[config.mk]
export PLATFORM = sky130hd
export DESIGN_NAME = ckos_top
export DESIGN_NICKNAME = d
export VERILOG_FILES = /design/src/verilog/ckos_pkg.sv /design/src/verilog/ckos_sync2.sv /design/src/verilog/ckos_nco.sv /design/src/verilog/ckos_top.sv
export SDC_FILE = /design/constraint.sdc
export NUM_CORES = 1
export LEC_CHECK = 0
export ABC_AREA = 0
export BUFFER_PORTS_ARGS = -buffer_cell sky130_fd_sc_hd__buf_2
export CORE_MARGIN = 1.5
export CORE_UTILIZATION = 25
export DETAILED_ROUTE_END_ITERATION = 6
export PLACE_DENSITY = 0.51
export SLEW_MARGIN = 10
export SYNTH_ARGS = -nofsm -noshare
export SYNTH_HDL_FRONTEND = slang
export SYNTH_SLANG_ARGS = --single-unit
[constraint.sdc]
create_clock -name SYS_CLK_IN -period 8.6 [get_ports SYS_CLK_IN]
set_input_delay 1.29 -clock SYS_CLK_IN [delete_from_list [all_inputs] [get_ports SYS_CLK_IN]]
set_output_delay 1.29 -clock SYS_CLK_IN [all_outputs]
set_load 0.01 [all_outputs]
[src/verilog/ckos_pkg.sv]
package ckos_pkg;
  // system clock
  localparam int unsigned CLK_HZ = 100_000_000;
  // output rates of the clock model, scaled down by 1000 so the 100 MHz logic can render them
  localparam int unsigned FREQ_HOST66_HZ = 66_667;
  localparam int unsigned FREQ_HOST100_HZ = 100_000;
  localparam int unsigned FREQ_HOST200_HZ = 200_000;
  localparam int unsigned FREQ_HOST133_HZ = 133_333;
  localparam int unsigned FREQ_FIX66_HZ = 66_667;
  localparam int unsigned FREQ_FIX48_HZ = 48_000;

  // register bus
  localparam int ADDR_W = 12;
  localparam logic [11:0] REG_CTRL0_OFS = 12'h000;
  localparam logic [11:0] REG_CTRL3_OFS = 12'h004;
  localparam logic [11:0] REG_STATUS_OFS = 12'h008;
  localparam logic [1:0] RESP_OKAY = 2'h0;
  localparam logic [1:0] RESP_SLVERR = 2'h2;
  localparam logic [7:0] CTRL0_RST = 8'h08;
  localparam logic [7:0] CTRL3_RST = 8'h00;
  localparam int CTRL0_VIDEO_BIT = 5;
  localparam int CTRL0_BUS_STOP_BIT = 3;
  localparam int CTRL3_FREE_LSB = 3;

  // select decode
  localparam logic [1:0] SEL_TRISTATE = 2'h0;
  localparam logic [1:0] SEL_TEST = 2'h1;
  localparam logic [1:0] SEL_HOST66 = 2'h0;
  localparam logic [1:0] SEL_HOST100 = 2'h1;
  localparam logic [1:0] SEL_HOST200 = 2'h2;

  // output vector layout
  localparam int VEC_W = 25;
  localparam int POS_HT = 0;
  localparam int POS_HC = 3;
  localparam int POS_BUS = 6;
  localparam int POS_COPY = 13;
  localparam int POS_FIX66 = 16;
  localparam int POS_VID = 17;
  localparam int POS_BUF66 = 18;
  localparam int POS_IO66 = 21;
  localparam int POS_REF = 22;
  localparam int POS_USB = 23;
  localparam int POS_DOT = 24;
  localparam logic [24:0] STOP_LVL = 25'h0000007;

  typedef enum logic [1:0] {MODE_NORMAL, MODE_TRISTATE, MODE_TEST} ckos_mode_e;

  typedef struct packed {
    logic mid;
    logic top;
    logic [1:0] low;
    logic mult;
  } ckos_sel_s;

  typedef struct packed {
    ckos_mode_e mode;
    logic top;
    logic [1:0] low;
    logic video;
  } ckos_cfg_s;

  // phase increment for a 32-bit accumulator
  function automatic logic [31:0] ckos_nco_inc(input int unsigned f_hz);
    logic [63:0] p;
    p = 64'(f_hz) << 32;
    return 32'(p / 64'(CLK_HZ));
  endfunction

  function automatic logic [31:0] ckos_host_inc(input logic [1:0] low);
    case (low)
      SEL_HOST66: return ckos_nco_inc(FREQ_HOST66_HZ);
      SEL_HOST100: return ckos_nco_inc(FREQ_HOST100_HZ);
      SEL_HOST200: return ckos_nco_inc(FREQ_HOST200_HZ);
      default: return ckos_nco_inc(FREQ_HOST133_HZ);
    endcase
  endfunction

  function automatic ckos_mode_e ckos_decode(input ckos_sel_s s);
    if (s.mid && s.low == SEL_TRISTATE) return MODE_TRISTATE;
    if (s.mid && s.low == SEL_TEST) return MODE_TEST;
    return MODE_NORMAL;
  endfunction
endpackage

[src/verilog/ckos_sync2.sv]
`timescale 1ns/10ps
module ckos_sync2 #(
  parameter int W = 1
) (
  // clock and reset
  input wire logic clk_in,
  input wire logic rst_in,
  // raw and synchronised levels
  input wire logic [W-1:0] d_in,
  output logic [W-1:0] q_out
);
  logic [W-1:0] meta_r;

  // two flops, the first read only by the second
  always_ff @(posedge clk_in or posedge rst_in) begin
    if (rst_in) begin
      meta_r <= '0;
      q_out <= '0;
    end else begin
      meta_r <= d_in;
      q_out <= meta_r;
    end
  end
endmodule // ckos_sync2

[src/verilog/ckos_nco.sv]
`timescale 1ns/10ps
module ckos_nco (
  // clock and reset
  input wire logic clk_in,
  input wire logic rst_in,
  // control
  input wire logic clr_in,
  input wire logic [31:0] inc_in,
  // square wave
  output logic level_out
);
  logic [31:0] acc_r;
  logic [31:0] inc_r;
  logic [32:0] sum;

  assign sum = {1'b0, acc_r} + {1'b0, inc_r};
  assign level_out = acc_r[31];

  // a new rate is taken at the wrap, where the level falls, or on a clear
  always_ff @(posedge clk_in or posedge rst_in) begin
    if (rst_in) begin
      acc_r <= 32'h0;
      inc_r <= 32'h0;
    end else if (clr_in) begin
      acc_r <= 32'h0;
      inc_r <= inc_in;
    end else begin
      acc_r <= sum[31:0];
      if (sum[32]) begin
        inc_r <= inc_in;
      end
    end
  end
endmodule // ckos_nco

[src/verilog/ckos_top.sv]
`timescale 1ns/10ps
// Function
// - host pairs run at 66, 100, 200 or 133 MHz from the two low selects.
// - top select high buffers the external 66 input, bus clocks are it halved.
// - mid top select with 01 runs test mode, outputs other than the reference divided from the crystal input.
// - a mid top select during capture latches zero as the top state bit.
// - selects and multiplier are captured while power good is low, then held.
// - power down low stops all clocks; the register interface keeps working.
// - control byte 0 bit 5 picks 48 MHz, else 66 MHz, on the video clock.
// - control byte 3 bits 3 to 5 make each copy clock free running or stoppable.
// - each copy clock is the selected 66 MHz source divided by two.
// - the seven bus clocks stay in phase with the active 66 MHz source.
// - the reference output is a buffered copy of the crystal clock.
// - usb and dot clocks run at a fixed 48 MHz in normal modes.
// - the fixed 66 output runs at 66 MHz in normal modes.
// - bus stop low halts the seven bus clocks low, free copies keep running.
// - host stop low halts true outputs high and complement outputs low.
module ckos_top
  import ckos_pkg::*;
(
  // clock and reset
  input wire logic SYS_CLK_IN,
  input wire logic RST_IN,
  // register bus write
  input wire logic [11:0] S_AXI_AWADDR_IN,
  input wire logic S_AXI_AWVALID_IN,
  output logic S_AXI_AWREADY_OUT,
  input wire logic [31:0] S_AXI_WDATA_IN,
  input wire logic [3:0] S_AXI_WSTRB_IN,
  input wire logic S_AXI_WVALID_IN,
  output logic S_AXI_WREADY_OUT,
  output logic [1:0] S_AXI_BRESP_OUT,
  output logic S_AXI_BVALID_OUT,
  input wire logic S_AXI_BREADY_IN,
  // register bus read
  input wire logic [11:0] S_AXI_ARADDR_IN,
  input wire logic S_AXI_ARVALID_IN,
  output logic S_AXI_ARREADY_OUT,
  output logic [31:0] S_AXI_RDATA_OUT,
  output logic [1:0] S_AXI_RRESP_OUT,
  output logic S_AXI_RVALID_OUT,
  input wire logic S_AXI_RREADY_IN,
  // select and control pins
  input wire logic CRYSTAL_IN,
  input wire logic [1:0] FREQ_SEL_LOW_IN,
  input wire logic FREQ_SEL_TOP_IN,
  input wire logic FREQ_SEL_TOP_MID_IN,
  input wire logic POWER_GOOD_LATCH_N_IN,
  input wire logic POWER_DOWN_N_IN,
  input wire logic CURRENT_MULTIPLIER_SEL_IN,
  input wire logic BUS_CLOCK_STOP_N_IN,
  input wire logic HOST_CLOCK_STOP_N_IN,
  // two-way 66 MHz pin
  input wire logic SIXTYSIX_IO_IN,
  output logic SIXTYSIX_IO_OUT,
  output logic SIXTYSIX_IO_OE_N_OUT,
  // clock outputs
  output logic [2:0] HOST_CLOCK_TRUE_OUT,
  output logic [2:0] HOST_CLOCK_COMPLEMENT_OUT,
  output logic [6:0] BUS_CLOCK_OUT,
  output logic [2:0] HALF_RATE_COPY_CLOCK_OUT,
  output logic FIXED_SIXTYSIX_OUT,
  output logic SELECTABLE_VIDEO_CLOCK_OUT,
  output logic [2:0] BUFFERED_SIXTYSIX_OUT,
  output logic REFERENCE_OUT,
  output logic FIXED_USB_CLOCK_OUT,
  output logic FIXED_DOT_CLOCK_OUT,
  output logic CLOCK_OE_N_OUT
);
  logic [10:0] pin_raw;
  logic [10:0] pin_s;
  logic xtal_s, ext66_s, pg_n_s, pd_n_s, bus_stop_n_s, host_stop_n_s;
  ckos_sel_s sel_s;
  ckos_sel_s sel_lat_r;
  ckos_cfg_s cfg_r;
  ckos_cfg_s cfg_want;
  logic [7:0] ctrl0_r;
  logic [7:0] ctrl3_r;
  logic [VEC_W-1:0] src_vec, want_vec, run_r, run_nxt, out_r;
  logic oe_n_r, io_oe_n_r;
  logic xtal_d_r, s66_d_r, bus_div_r;
  logic [2:0] test_cnt_r;
  logic nco_host, nco66, nco48, div_clr, cfg_pending, run_ok, bus_stop_eff;
  logic s66, s66_rise, xtal_rise;
  logic awready_r, wready_r, aw_have_r, w_have_r, bvalid_r, arready_r, rvalid_r;
  logic [1:0] bresp_r, rresp_r;
  logic [11:0] awaddr_r;
  logic [31:0] wdata_r, rdata_r, rd_data;
  logic [3:0] wstrb_r;
  logic do_write, aw_hs, w_hs, ar_hs, rd_hit, wr_hit;

  // pins pass two flops before use
  assign pin_raw = {CRYSTAL_IN, SIXTYSIX_IO_IN, FREQ_SEL_TOP_MID_IN, FREQ_SEL_TOP_IN, FREQ_SEL_LOW_IN,
                    CURRENT_MULTIPLIER_SEL_IN, POWER_GOOD_LATCH_N_IN, POWER_DOWN_N_IN,
                    BUS_CLOCK_STOP_N_IN, HOST_CLOCK_STOP_N_IN};

  ckos_sync2 #(.W(11)) u_sync (
    .clk_in(SYS_CLK_IN),
    .rst_in(RST_IN),
    .d_in(pin_raw),
    .q_out(pin_s)
  );

  // named views of synchronised pins
  assign xtal_s = pin_s[10];
  assign ext66_s = pin_s[9];
  assign sel_s = ckos_sel_s'({pin_s[8:5], pin_s[4]});
  assign pg_n_s = pin_s[3];
  assign pd_n_s = pin_s[2];
  assign bus_stop_n_s = pin_s[1];
  assign host_stop_n_s = pin_s[0];

  // select capture while power good is low
  always_ff @(posedge SYS_CLK_IN or posedge RST_IN) begin
    if (RST_IN) begin
      sel_lat_r <= '0;
    end else if (!pg_n_s) begin
      sel_lat_r <= '{mid: sel_s.mid, top: sel_s.top & ~sel_s.mid, low: sel_s.low, mult: sel_s.mult};
    end
  end

  // wanted configuration and the gate that applies it
  assign cfg_want = '{mode: ckos_decode(sel_lat_r), top: sel_lat_r.top, low: sel_lat_r.low,
                      video: ctrl0_r[CTRL0_VIDEO_BIT]};
  assign cfg_pending = (cfg_want != cfg_r);
  assign run_ok = pd_n_s & ~cfg_pending & (cfg_r.mode != MODE_TRISTATE);
  assign bus_stop_eff = bus_stop_n_s & ctrl0_r[CTRL0_BUS_STOP_BIT];
  assign div_clr = ~pd_n_s & (run_r == '0);

  // a new setting waits until every output has parked
  always_ff @(posedge SYS_CLK_IN or posedge RST_IN) begin
    if (RST_IN) begin
      cfg_r <= '{mode: MODE_NORMAL, top: 1'b0, low: 2'h0, video: 1'b0};
    end else if (cfg_pending && run_r == '0) begin
      cfg_r <= cfg_want;
    end
  end

  // rate generators
  ckos_nco u_nco_host (
    .clk_in(SYS_CLK_IN),
    .rst_in(RST_IN),
    .clr_in(div_clr),
    .inc_in(ckos_host_inc(cfg_r.low)),
    .level_out(nco_host)
  );

  ckos_nco u_nco66 (
    .clk_in(SYS_CLK_IN),
    .rst_in(RST_IN),
    .clr_in(div_clr),
    .inc_in(ckos_nco_inc(FREQ_FIX66_HZ)),
    .level_out(nco66)
  );

  ckos_nco u_nco48 (
    .clk_in(SYS_CLK_IN),
    .rst_in(RST_IN),
    .clr_in(div_clr),
    .inc_in(ckos_nco_inc(FREQ_FIX48_HZ)),
    .level_out(nco48)
  );

  // active 66 source and edges
  assign s66 = cfg_r.top ? ext66_s : nco66;
  assign s66_rise = s66 & ~s66_d_r;
  assign xtal_rise = xtal_s & ~xtal_d_r;

  // half-rate divider on the 66 source and test divider on the crystal
  always_ff @(posedge SYS_CLK_IN or posedge RST_IN) begin
    if (RST_IN) begin
      s66_d_r <= 1'b0;
      xtal_d_r <= 1'b0;
      bus_div_r <= 1'b0;
      test_cnt_r <= 3'h0;
    end else begin
      s66_d_r <= s66;
      xtal_d_r <= xtal_s;
      if (div_clr) begin
        bus_div_r <= 1'b0;
        test_cnt_r <= 3'h0;
      end else begin
        bus_div_r <= bus_div_r ^ s66_rise;
        test_cnt_r <= test_cnt_r + {2'h0, xtal_rise};
      end
    end
  end

  // clock sources per output, normal or test
  always_comb begin
    if (cfg_r.mode == MODE_TEST) begin
      src_vec = {test_cnt_r[0], test_cnt_r[0], xtal_s, test_cnt_r[1], {3{test_cnt_r[1]}}, test_cnt_r[1],
                 test_cnt_r[1], {3{test_cnt_r[2]}}, {7{test_cnt_r[2]}}, {3{~test_cnt_r[0]}},
                 {3{test_cnt_r[0]}}};
    end else begin
      src_vec = {nco48, nco48, xtal_s, nco66, {3{s66}}, cfg_r.video ? nco48 : nco66, nco66,
                 {3{bus_div_r}}, {7{bus_div_r}}, {3{~nco_host}}, {3{nco_host}}};
    end
  end

  // which outputs may run
  assign want_vec = {{9{run_ok}}, {3{run_ok}} & (ctrl3_r[CTRL3_FREE_LSB +: 3] | {3{bus_stop_eff}}),
                     {7{run_ok & bus_stop_eff}}, {6{run_ok & host_stop_n_s}}};

  // run flags change only while the output sits at its parked level
  assign run_nxt = (want_vec & ~(src_vec ^ STOP_LVL)) | (run_r & (src_vec ^ STOP_LVL));

  // output flops
  always_ff @(posedge SYS_CLK_IN or posedge RST_IN) begin
    if (RST_IN) begin
      run_r <= '0;
      out_r <= STOP_LVL;
      oe_n_r <= 1'b0;
      io_oe_n_r <= 1'b0;
    end else begin
      run_r <= run_nxt;
      out_r <= (run_nxt & src_vec) | (~run_nxt & STOP_LVL);
      oe_n_r <= (cfg_r.mode == MODE_TRISTATE);
      io_oe_n_r <= (cfg_r.mode == MODE_TRISTATE) | (cfg_r.mode == MODE_NORMAL && cfg_r.top);
    end
  end

  // clock pins
  assign HOST_CLOCK_TRUE_OUT = out_r[POS_HT +: 3];
  assign HOST_CLOCK_COMPLEMENT_OUT = out_r[POS_HC +: 3];
  assign BUS_CLOCK_OUT = out_r[POS_BUS +: 7];
  assign HALF_RATE_COPY_CLOCK_OUT = out_r[POS_COPY +: 3];
  assign FIXED_SIXTYSIX_OUT = out_r[POS_FIX66];
  assign SELECTABLE_VIDEO_CLOCK_OUT = out_r[POS_VID];
  assign BUFFERED_SIXTYSIX_OUT = out_r[POS_BUF66 +: 3];
  assign SIXTYSIX_IO_OUT = out_r[POS_IO66];
  assign REFERENCE_OUT = out_r[POS_REF];
  assign FIXED_USB_CLOCK_OUT = out_r[POS_USB];
  assign FIXED_DOT_CLOCK_OUT = out_r[POS_DOT];
  assign CLOCK_OE_N_OUT = oe_n_r;
  assign SIXTYSIX_IO_OE_N_OUT = io_oe_n_r;

  // bus handshakes
  assign aw_hs = S_AXI_AWVALID_IN & awready_r;
  assign w_hs = S_AXI_WVALID_IN & wready_r;
  assign ar_hs = S_AXI_ARVALID_IN & arready_r;
  assign do_write = aw_have_r & w_have_r & ~bvalid_r;
  assign wr_hit = (awaddr_r == REG_CTRL0_OFS) | (awaddr_r == REG_CTRL3_OFS);

  // write channel: address and data in either order, then one response
  always_ff @(posedge SYS_CLK_IN or posedge RST_IN) begin
    if (RST_IN) begin
      awready_r <= 1'b1;
      wready_r <= 1'b1;
      aw_have_r <= 1'b0;
      w_have_r <= 1'b0;
      awaddr_r <= 12'h000;
      wdata_r <= 32'h0;
      wstrb_r <= 4'h0;
      bvalid_r <= 1'b0;
      bresp_r <= RESP_OKAY;
    end else begin
      if (aw_hs) begin
        awaddr_r <= S_AXI_AWADDR_IN;
        aw_have_r <= 1'b1;
        awready_r <= 1'b0;
      end
      if (w_hs) begin
        wdata_r <= S_AXI_WDATA_IN;
        wstrb_r <= S_AXI_WSTRB_IN;
        w_have_r <= 1'b1;
        wready_r <= 1'b0;
      end
      if (do_write) begin
        aw_have_r <= 1'b0;
        w_have_r <= 1'b0;
        bvalid_r <= 1'b1;
        bresp_r <= wr_hit ? RESP_OKAY : RESP_SLVERR;
      end else if (bvalid_r && S_AXI_BREADY_IN) begin
        bvalid_r <= 1'b0;
        awready_r <= 1'b1;
        wready_r <= 1'b1;
      end
    end
  end

  // control registers, byte lane 0 only
  always_ff @(posedge SYS_CLK_IN or posedge RST_IN) begin
    if (RST_IN) begin
      ctrl0_r <= CTRL0_RST;
      ctrl3_r <= CTRL3_RST;
    end else if (do_write && wstrb_r[0]) begin
      if (awaddr_r == REG_CTRL0_OFS) begin
        ctrl0_r <= {wdata_r[7:5], 1'b0, wdata_r[3], 3'h0};
      end
      if (awaddr_r == REG_CTRL3_OFS) begin
        ctrl3_r <= {2'h0, wdata_r[5:3], 3'h0};
      end
    end
  end

  // read decode
  assign rd_hit = (S_AXI_ARADDR_IN == REG_CTRL0_OFS) | (S_AXI_ARADDR_IN == REG_CTRL3_OFS) |
                  (S_AXI_ARADDR_IN == REG_STATUS_OFS);
  assign rd_data = (S_AXI_ARADDR_IN == REG_CTRL0_OFS) ?
                     {24'h0, ctrl0_r[7:5], host_stop_n_s, bus_stop_eff, sel_lat_r.top, sel_lat_r.low} :
                   (S_AXI_ARADDR_IN == REG_CTRL3_OFS) ? {24'h0, ctrl3_r} :
                   (S_AXI_ARADDR_IN == REG_STATUS_OFS) ?
                     {26'h0, sel_lat_r.mult, sel_lat_r.mid, cfg_r.mode, cfg_pending, (run_r != '0)} : 32'h0;

  // read channel
  always_ff @(posedge SYS_CLK_IN or posedge RST_IN) begin
    if (RST_IN) begin
      arready_r <= 1'b1;
      rvalid_r <= 1'b0;
      rdata_r <= 32'h0;
      rresp_r <= RESP_OKAY;
    end else if (ar_hs) begin
      arready_r <= 1'b0;
      rvalid_r <= 1'b1;
      rdata_r <= rd_data;
      rresp_r <= rd_hit ? RESP_OKAY : RESP_SLVERR;
    end else if (rvalid_r && S_AXI_RREADY_IN) begin
      rvalid_r <= 1'b0;
      arready_r <= 1'b1;
    end
  end

  // bus pins
  assign S_AXI_AWREADY_OUT = awready_r;
  assign S_AXI_WREADY_OUT = wready_r;
  assign S_AXI_BVALID_OUT = bvalid_r;
  assign S_AXI_BRESP_OUT = bresp_r;
  assign S_AXI_ARREADY_OUT = arready_r;
  assign S_AXI_RVALID_OUT = rvalid_r;
  assign S_AXI_RDATA_OUT = rdata_r;
  assign S_AXI_RRESP_OUT = rresp_r;
endmodule // ckos_top

# Word level (Yosys, flattened, before mapping)
# Index checks and enable logic that the tools add are counted.
totals:
  register_bits: 354
  input_bits: 78
  out_inout_bits: 68
  wordCells: 156
op_classes:
  add_sub_neg: 4
  n_eq_ne: 10
  muxes: 43
  bitwise_logic: 37
  n_reduce_logical: 23
ops:
  columns: ["op", "count"]
  rows:
  - ["2-to-1 mux 32 bit", 9]
  - ["adder 32 x 32 -> 33 bit", 3]
  - ["bitwise AND 25 bit", 3]
  - ["case mux 24 bit (3 select lines)", 1]
  - ["zero test 25 bit", 1]
  - ["2-to-1 mux 25 bit", 1]
  - ["NOT 25 bit", 1]
  - ["bitwise OR 25 bit", 1]
  - ["bitwise OR 25 x 3 -> 25 bit", 1]
  - ["nonzero test 25 bit", 1]
  - ["== test 12 x 3 -> 1 bit, second input constant", 2]
  - ["zero test 12 bit", 2]
  - ["2-to-1 mux 1 bit", 22]
  - ["bitwise AND 1 bit", 14]
  - ["nonzero test 2 bit", 7]
  - ["== test 12 x 4 -> 1 bit, second input constant", 1]
  - ["2-to-1 mux 2 bit", 6]
  - ["2-to-1 mux 6 bit", 2]
  - ["2-to-1 mux 8 bit", 1]
  - ["NOT 1 bit", 8]
  - ["logical AND 1 bit", 7]
  - ["== test 2 x 1 -> 1 bit, second input constant", 3]
  - ["zero test 2 bit", 3]
  - ["inequality test 6 bit", 1]
  - ["10 further kinds", 16]

# Logic depth before layout (Yosys ltp)
logic_depth:
  depth_word: 15
  depth_mapped: 11
  mapped_depth_nobuf: 10

# Hierarchy
# From an unflattened synthesis, not the netlist that was laid out.
hier_totals:
  cells_unflattened: 1628
  hier_area_um2: 17236.5
modules_own_cells:
  columns: ["mod", "instances", "cells_each", "area_per_inst_um2", "seq_area_each_um2"]
  rows:
  - ["ckos_nco at u_nco48 ...", 2, 418, 4174.0, 1601.5]
  - ["ckos_top", 1, 373, 4424.2, 2486.1]
  - ["ckos_nco at u_nco_host", 1, 396, 3910.0, 1601.5]
  - ["ckos_sync2", 1, 23, 554.3, 550.5]

# Least setup slack after synthesis
# No wires, ideal clock.
synth_path:
  path_kind: "reg2reg"
  from: "reg u_nco_host.inc_r[15]"
  to: "reg u_nco_host.inc_r[11]"
  setup_time_ns: 0.125
  arrival_ns: 2.506
  t_required_ns: 8.475
  setup_slack_ns: 5.969
  stages_incl_launch_ff: 12
  path_buffers: 1
  period_less_slack_ns: 2.631
  path_cell_list: "dfrtp_1 ha_1 inv_1 fa_1 nand2b_1 a211oi_2 nor2_1 nor3_1 a211oi_2 o21ai_2 buf_6 mux2_4"
synth_between:
  elab_chain_cells: 2
synth_lines:
  columns: ["item", "line_no", "source"]
  rows:
  - ["from (decl)", "ckos_nco.sv:13", "logic [31:0] inc_r;"]
  - ["from (signal assigned)", "ckos_nco.sv:26", "inc_r <= inc_in;"]
  - ["from (signal assigned)", "ckos_nco.sv:30", "inc_r <= inc_in;"]
  - ["adder 32 x 32 -> 33 bit", "ckos_nco.sv:16", "assign sum = {1'b0, acc_r} + {1'b0, inc_r};"]
  - ["nonzero test 2 bit (no source line)", null, null]
# Every way passes these cells.
# A chain may end at the register's enable or synchronous reset.

# Final worst setup path
layout_path:
  from: "reg u_nco_host.inc_r[15]"
  to: "reg u_nco_host.inc_r[20]"
# The elaborated chain is that of the path after synthesis.

==> summary.md <==
| Metric | Value |
|---|---|
| Ant diodes | 0 |
| Root Driver | clkbuf_16 |
| Least-Margin Pin Slew | slightly above 0.9 ns |
| Critical path type | register to register |
| Gpl congestion | approximately 0.81 |
| Outcome | finished clean |
| Cts repair resizes | 0 |
| Largest family of logic cells by synthesized area | simple AND/OR/NAND/NOR gates |
| Remaining antenna violation count | 0 |
| CP Max Fanout | 13 |
| Tmin final | 3.50 ns |
| Critical path's most frequent cell | a211oi_2 |
| Filler instances | 4,593 |
| Syn avg cell area | roughly 11 um^2 |
| RSZ-0062 raised after global routing | no |
| Num rows | 77 |
| Critical Path RT | 9.04 ns |
| CTS clk-pin slew, worst paths | roughly 0.060 ns |
| Post-route DRC | 0 |
| Crit path arrival time | ~3.9 ns |
| Crit path largest cell delay | between 0.6 and 0.7 ns |
| Ys Warns | 0 |
| Max_cap viols | 0 |
| Core region area | around 0.044 mm^2 |
| Bufs and invs on worst path | 1 |
| Nets | about 1.3k |
| Hold path start | u_sync.meta_r[7] |
| Drt first pass iters | 4 |
| Clock Path Buffers | 3 |
| Leak pwr | slightly above 6 nW |
| Cts hold-fix bufs | 0 |
| Drt total wl | 24.1 mm |
| Hpwl dp | between 15 and 20 mm |
| Final Hold Vio Count | 0 |
| Fmax | about 290 MHz |
| Compound-Gate Fraction of Synth Area | 0.121 |
| Vias in the first global route | 7,967 |
| Routed WL per cell | between 10 and 15 um |
| Synthesized flop and latch total | around 230 |
| Slew Viols, Final | 0 |
| Crit start category | register |
| CP delay by family, top | compound AO/OA/AOI/OAI gates |
| Die ar. | 0.0460 mm^2 |
| Post-Syn Area | 0.0112 mm^2 |
| CP startpoint | u_nco_host.inc_r[15] |
| Busiest metal layer after global routing | met2 |
| Worst-Skew Late Latency | roughly 0.56 ns |
| CTS tree | done |
| Die Height | 215 um |
| Number of synthesized flops with an enable pin | 0 |
| Met2 usage in global routing | 0.174 |
| Cell Pwr Density | about 380 mW/mm^2 |
| Post-Synthesis Cells | approximately 1.1k |
| Register area share after synthesis | 0.511 |
| Clock skew | 0.0176 ns |
| R2r startpoint | u_nco_host.inc_r[15] |
| Drt initial violations | 465 |
| TNS Setup | 0 ns |
| Top FF cell, synth | dfrtp_1 |
| Post-Synth XOR/XNOR Area | 0.0595 |
| CTS H-Tree Depth | 1 |
| Largest net degree at the start of global routing | a little under 100 |
| Core Util, Final | 0.298 |
| Yosys cell types | 69 |
| Max-slew headroom | 0.377 |
| Grt met1 use | 0.141 |
| Asr flop ratio synth | 1.00 |
| Port bufs | about 90 |
| Vias per Instance | 4.40 |
| Max VDD drop | about 0.21 mV |
| CP endpoint kind | register |
| Critical-path cell list | ha_1, inv_1, fa_1, nand2b_1, a211oi_2, nor2_1, nor3_1, a211oi_2, o21ai_2, mux2_2 |
| Slowest-stage cell, CP | o21ai_2 |
| Layout Area Growth over Synthesis | 18.0% |
| GRT Total Usage | 0.107 |
| Global-route wire length before repair | a little over 40 mm |
| GR Overflow Total | 0 |
| TritonCTS buffer count | 27 |
| # clock sinks | 228 |
| I/O pins | roughly 150 |
| Layout cell share with drive strength beyond 1 | 0.175 |
| Initial antenna violation count | 0 |
| Grt met3 use | 0.0196 |
| Worst Hold Class | register to register |
| Tcrit/Tclk final | 0.407 |
| Starting Density | 0.253 |
| Multiplexer share of the synthesized area | 0.0528 |
| Setup violations, final | 0 |
| Via Count | 7,758 |
| Die width | between 200 and 250 um |
| Synth Area in Simple Gates | 0.149 |
| Setup Buffers After CTS | 0 |
| Synth Area in Adders | 0.0656 |
worst paths after layout:
| path | to | cells after the start | slack (ns) |
|---|---|---|---|
| setup / recovery | u_nco_host.inc_r[20] | 10 | 5.10 |
| min in group asynchronous | u_nco_host.acc_r[4] | 2 | 0.83 |
| max in group asynchronous | awaddr_r[10] | 3 | 6.38 |
| hold reg to reg | u_sync.q_out[7] | 0 | 0.34 |
| hold / removal | u_sync.q_out[7] | 0 | 0.34 |
| setup reg to reg | u_nco_host.inc_r[20] | 10 | 5.10 |
worst reg2reg max path, cell delays in order (launching register included):
cell and delay (ns):
dfrtp_1 0.41, ha_1 0.20, inv_1 0.06, fa_1 0.40, nand2b_1 0.22, a211oi_2 0.40, nor2_1 0.07, nor3_1 0.37
a211oi_2 0.15, o21ai_2 0.69, mux2_2 0.42
cell usage in the layout (no fill, tap or decap), types with 5 or more instances in the layout:
cell	n
dfrtp_1	221
nor2_1	121
buf_2	89
nand2_1	79
ha_1	57
a21oi_1	55
o21ai_0	55
xnor2_1	38
xor2_1	38
mux2_2	34
inv_1	33
clkbuf_16	27
conb_1	26
nand3_1	24
a21o_1	19
and2_1	19
and3_1	15
nor2b_1	15
a31oi_1	14
mux2i_1	14
nor3_1	13
or3_1	11
nand2b_1	10
nand4_1	10
nor4_1	9
dfstp_2	7
and4_1	7
a211oi_1	7
a21boi_0	7
o211ai_1	6
o21bai_1	6
bufinv_16	6
a31o_2	5
o31ai_1	5
kinds of logic after synthesis:
kind of cell | Yosys count
muxes | 53
xor gates and xnor gates | 76
adders and majority gates | 58
buffers and inverters | 87
AOI/OAI and AO/OA | 210
other | 1
and+or+nand+nor | 345
DFF | 228
metrics by stage:
step	instances	setup WS (ns)	power [mW]	instance area, um^2	hold WS, ns
floorplan	1083	1.07	3.22	11300	0.331
global placement	1715	5.17	3.66	12200	0.334
detailed placement	1715	5.15	3.70	12200	0.335
CTS	1765	5.10	5.03	13200	0.336
global route	1765	4.78	5.39	13200	0.342
finish	1765	5.10	4.96	13200	0.339
layout make-up:
class / instances / area, um^2 / area share
multi-input cells: 768 / 5100 / 0.387
inverters: 34 / 135 / 0.0102
clock buffers: 32 / 724 / 0.0549
well taps: 592 / 741 / 0.0562
clock inverters: 18 / 297 / 0.0225
repair buffers: 93 / 475 / 0.0360
flip-flops and latches: 228 / 5710 / 0.433
layer usage:
metal | up-vias | part of all wire
li1 | 3858 | -
met2 | 118 | 0.46
met3 | 37 | 0.040
met5 | - | 0
met4 | 0 | 0.032
met1 | 3745 | 0.47
power breakdown:
part / switching, mW / internal, mW / leakage [nW] / total (mW)
Sequential: 0.190 / 1.39 / 2.90 / 1.58
Clock: 0.497 / 0.796 / 0.485 / 1.29
Combinational: 1.24 / 0.849 / 2.72 / 2.08
cell usage after synthesis, types with 3 or more instances:
cell type  number  area share
a211oi_1        7      0.0047
a21boi_0        7      0.0047
a21o_1         19       0.013
a21oi_1        55       0.025
a31o_2          5      0.0039
a31oi_1        14      0.0078
a41o_1          4      0.0036
and2_1         19       0.011
and3_1         15      0.0084
and4_1          7      0.0055
buf_4          32       0.021
clkbuf_1       16      0.0054
dfrtp_1       221        0.49
dfstp_2         7       0.016
ha_1           57       0.064
inv_1          34       0.011
mux2_2         34       0.034
mux2_4          3      0.0040
mux2i_1        14       0.013
nand2_1        79       0.027
nand2b_1       10      0.0056
nand3_1        24       0.011
nand4_1        10      0.0056
nor2_1        121       0.041
nor2b_1        15      0.0084
nor3_1         13      0.0058
nor4_1          9      0.0050
o211ai_1        6      0.0040
o21a_1          4      0.0027
o21ai_0        55       0.025
o21ai_1         3      0.0013
o21bai_1        6      0.0040
o31ai_1         5      0.0034
or3_1          11      0.0062
xnor2_1        38       0.030
xor2_1         38       0.030
state kept, by name (all words and copies together), names as in the netlist, 4 cells and up, named ones only:
| name | cells |
|---|---|
| u_nco_host.acc_r | 32 |
| u_nco66.acc_r | 32 |
| S_AXI_RDATA_OUT | 8 |
| u_nco_host.inc_r | 13 |
| out_r | 19 |
| wdata_r | 5 |
| u_nco48.acc_r | 28 |
| u_sync.meta_r | 11 |
| cfg_r | 6 |
| u_sync.q_out | 11 |
| run_r | 15 |
| awaddr_r | 12 |
| ctrl0_r | 4 |
Note: power is estimated with default switching activity, not from simulation.
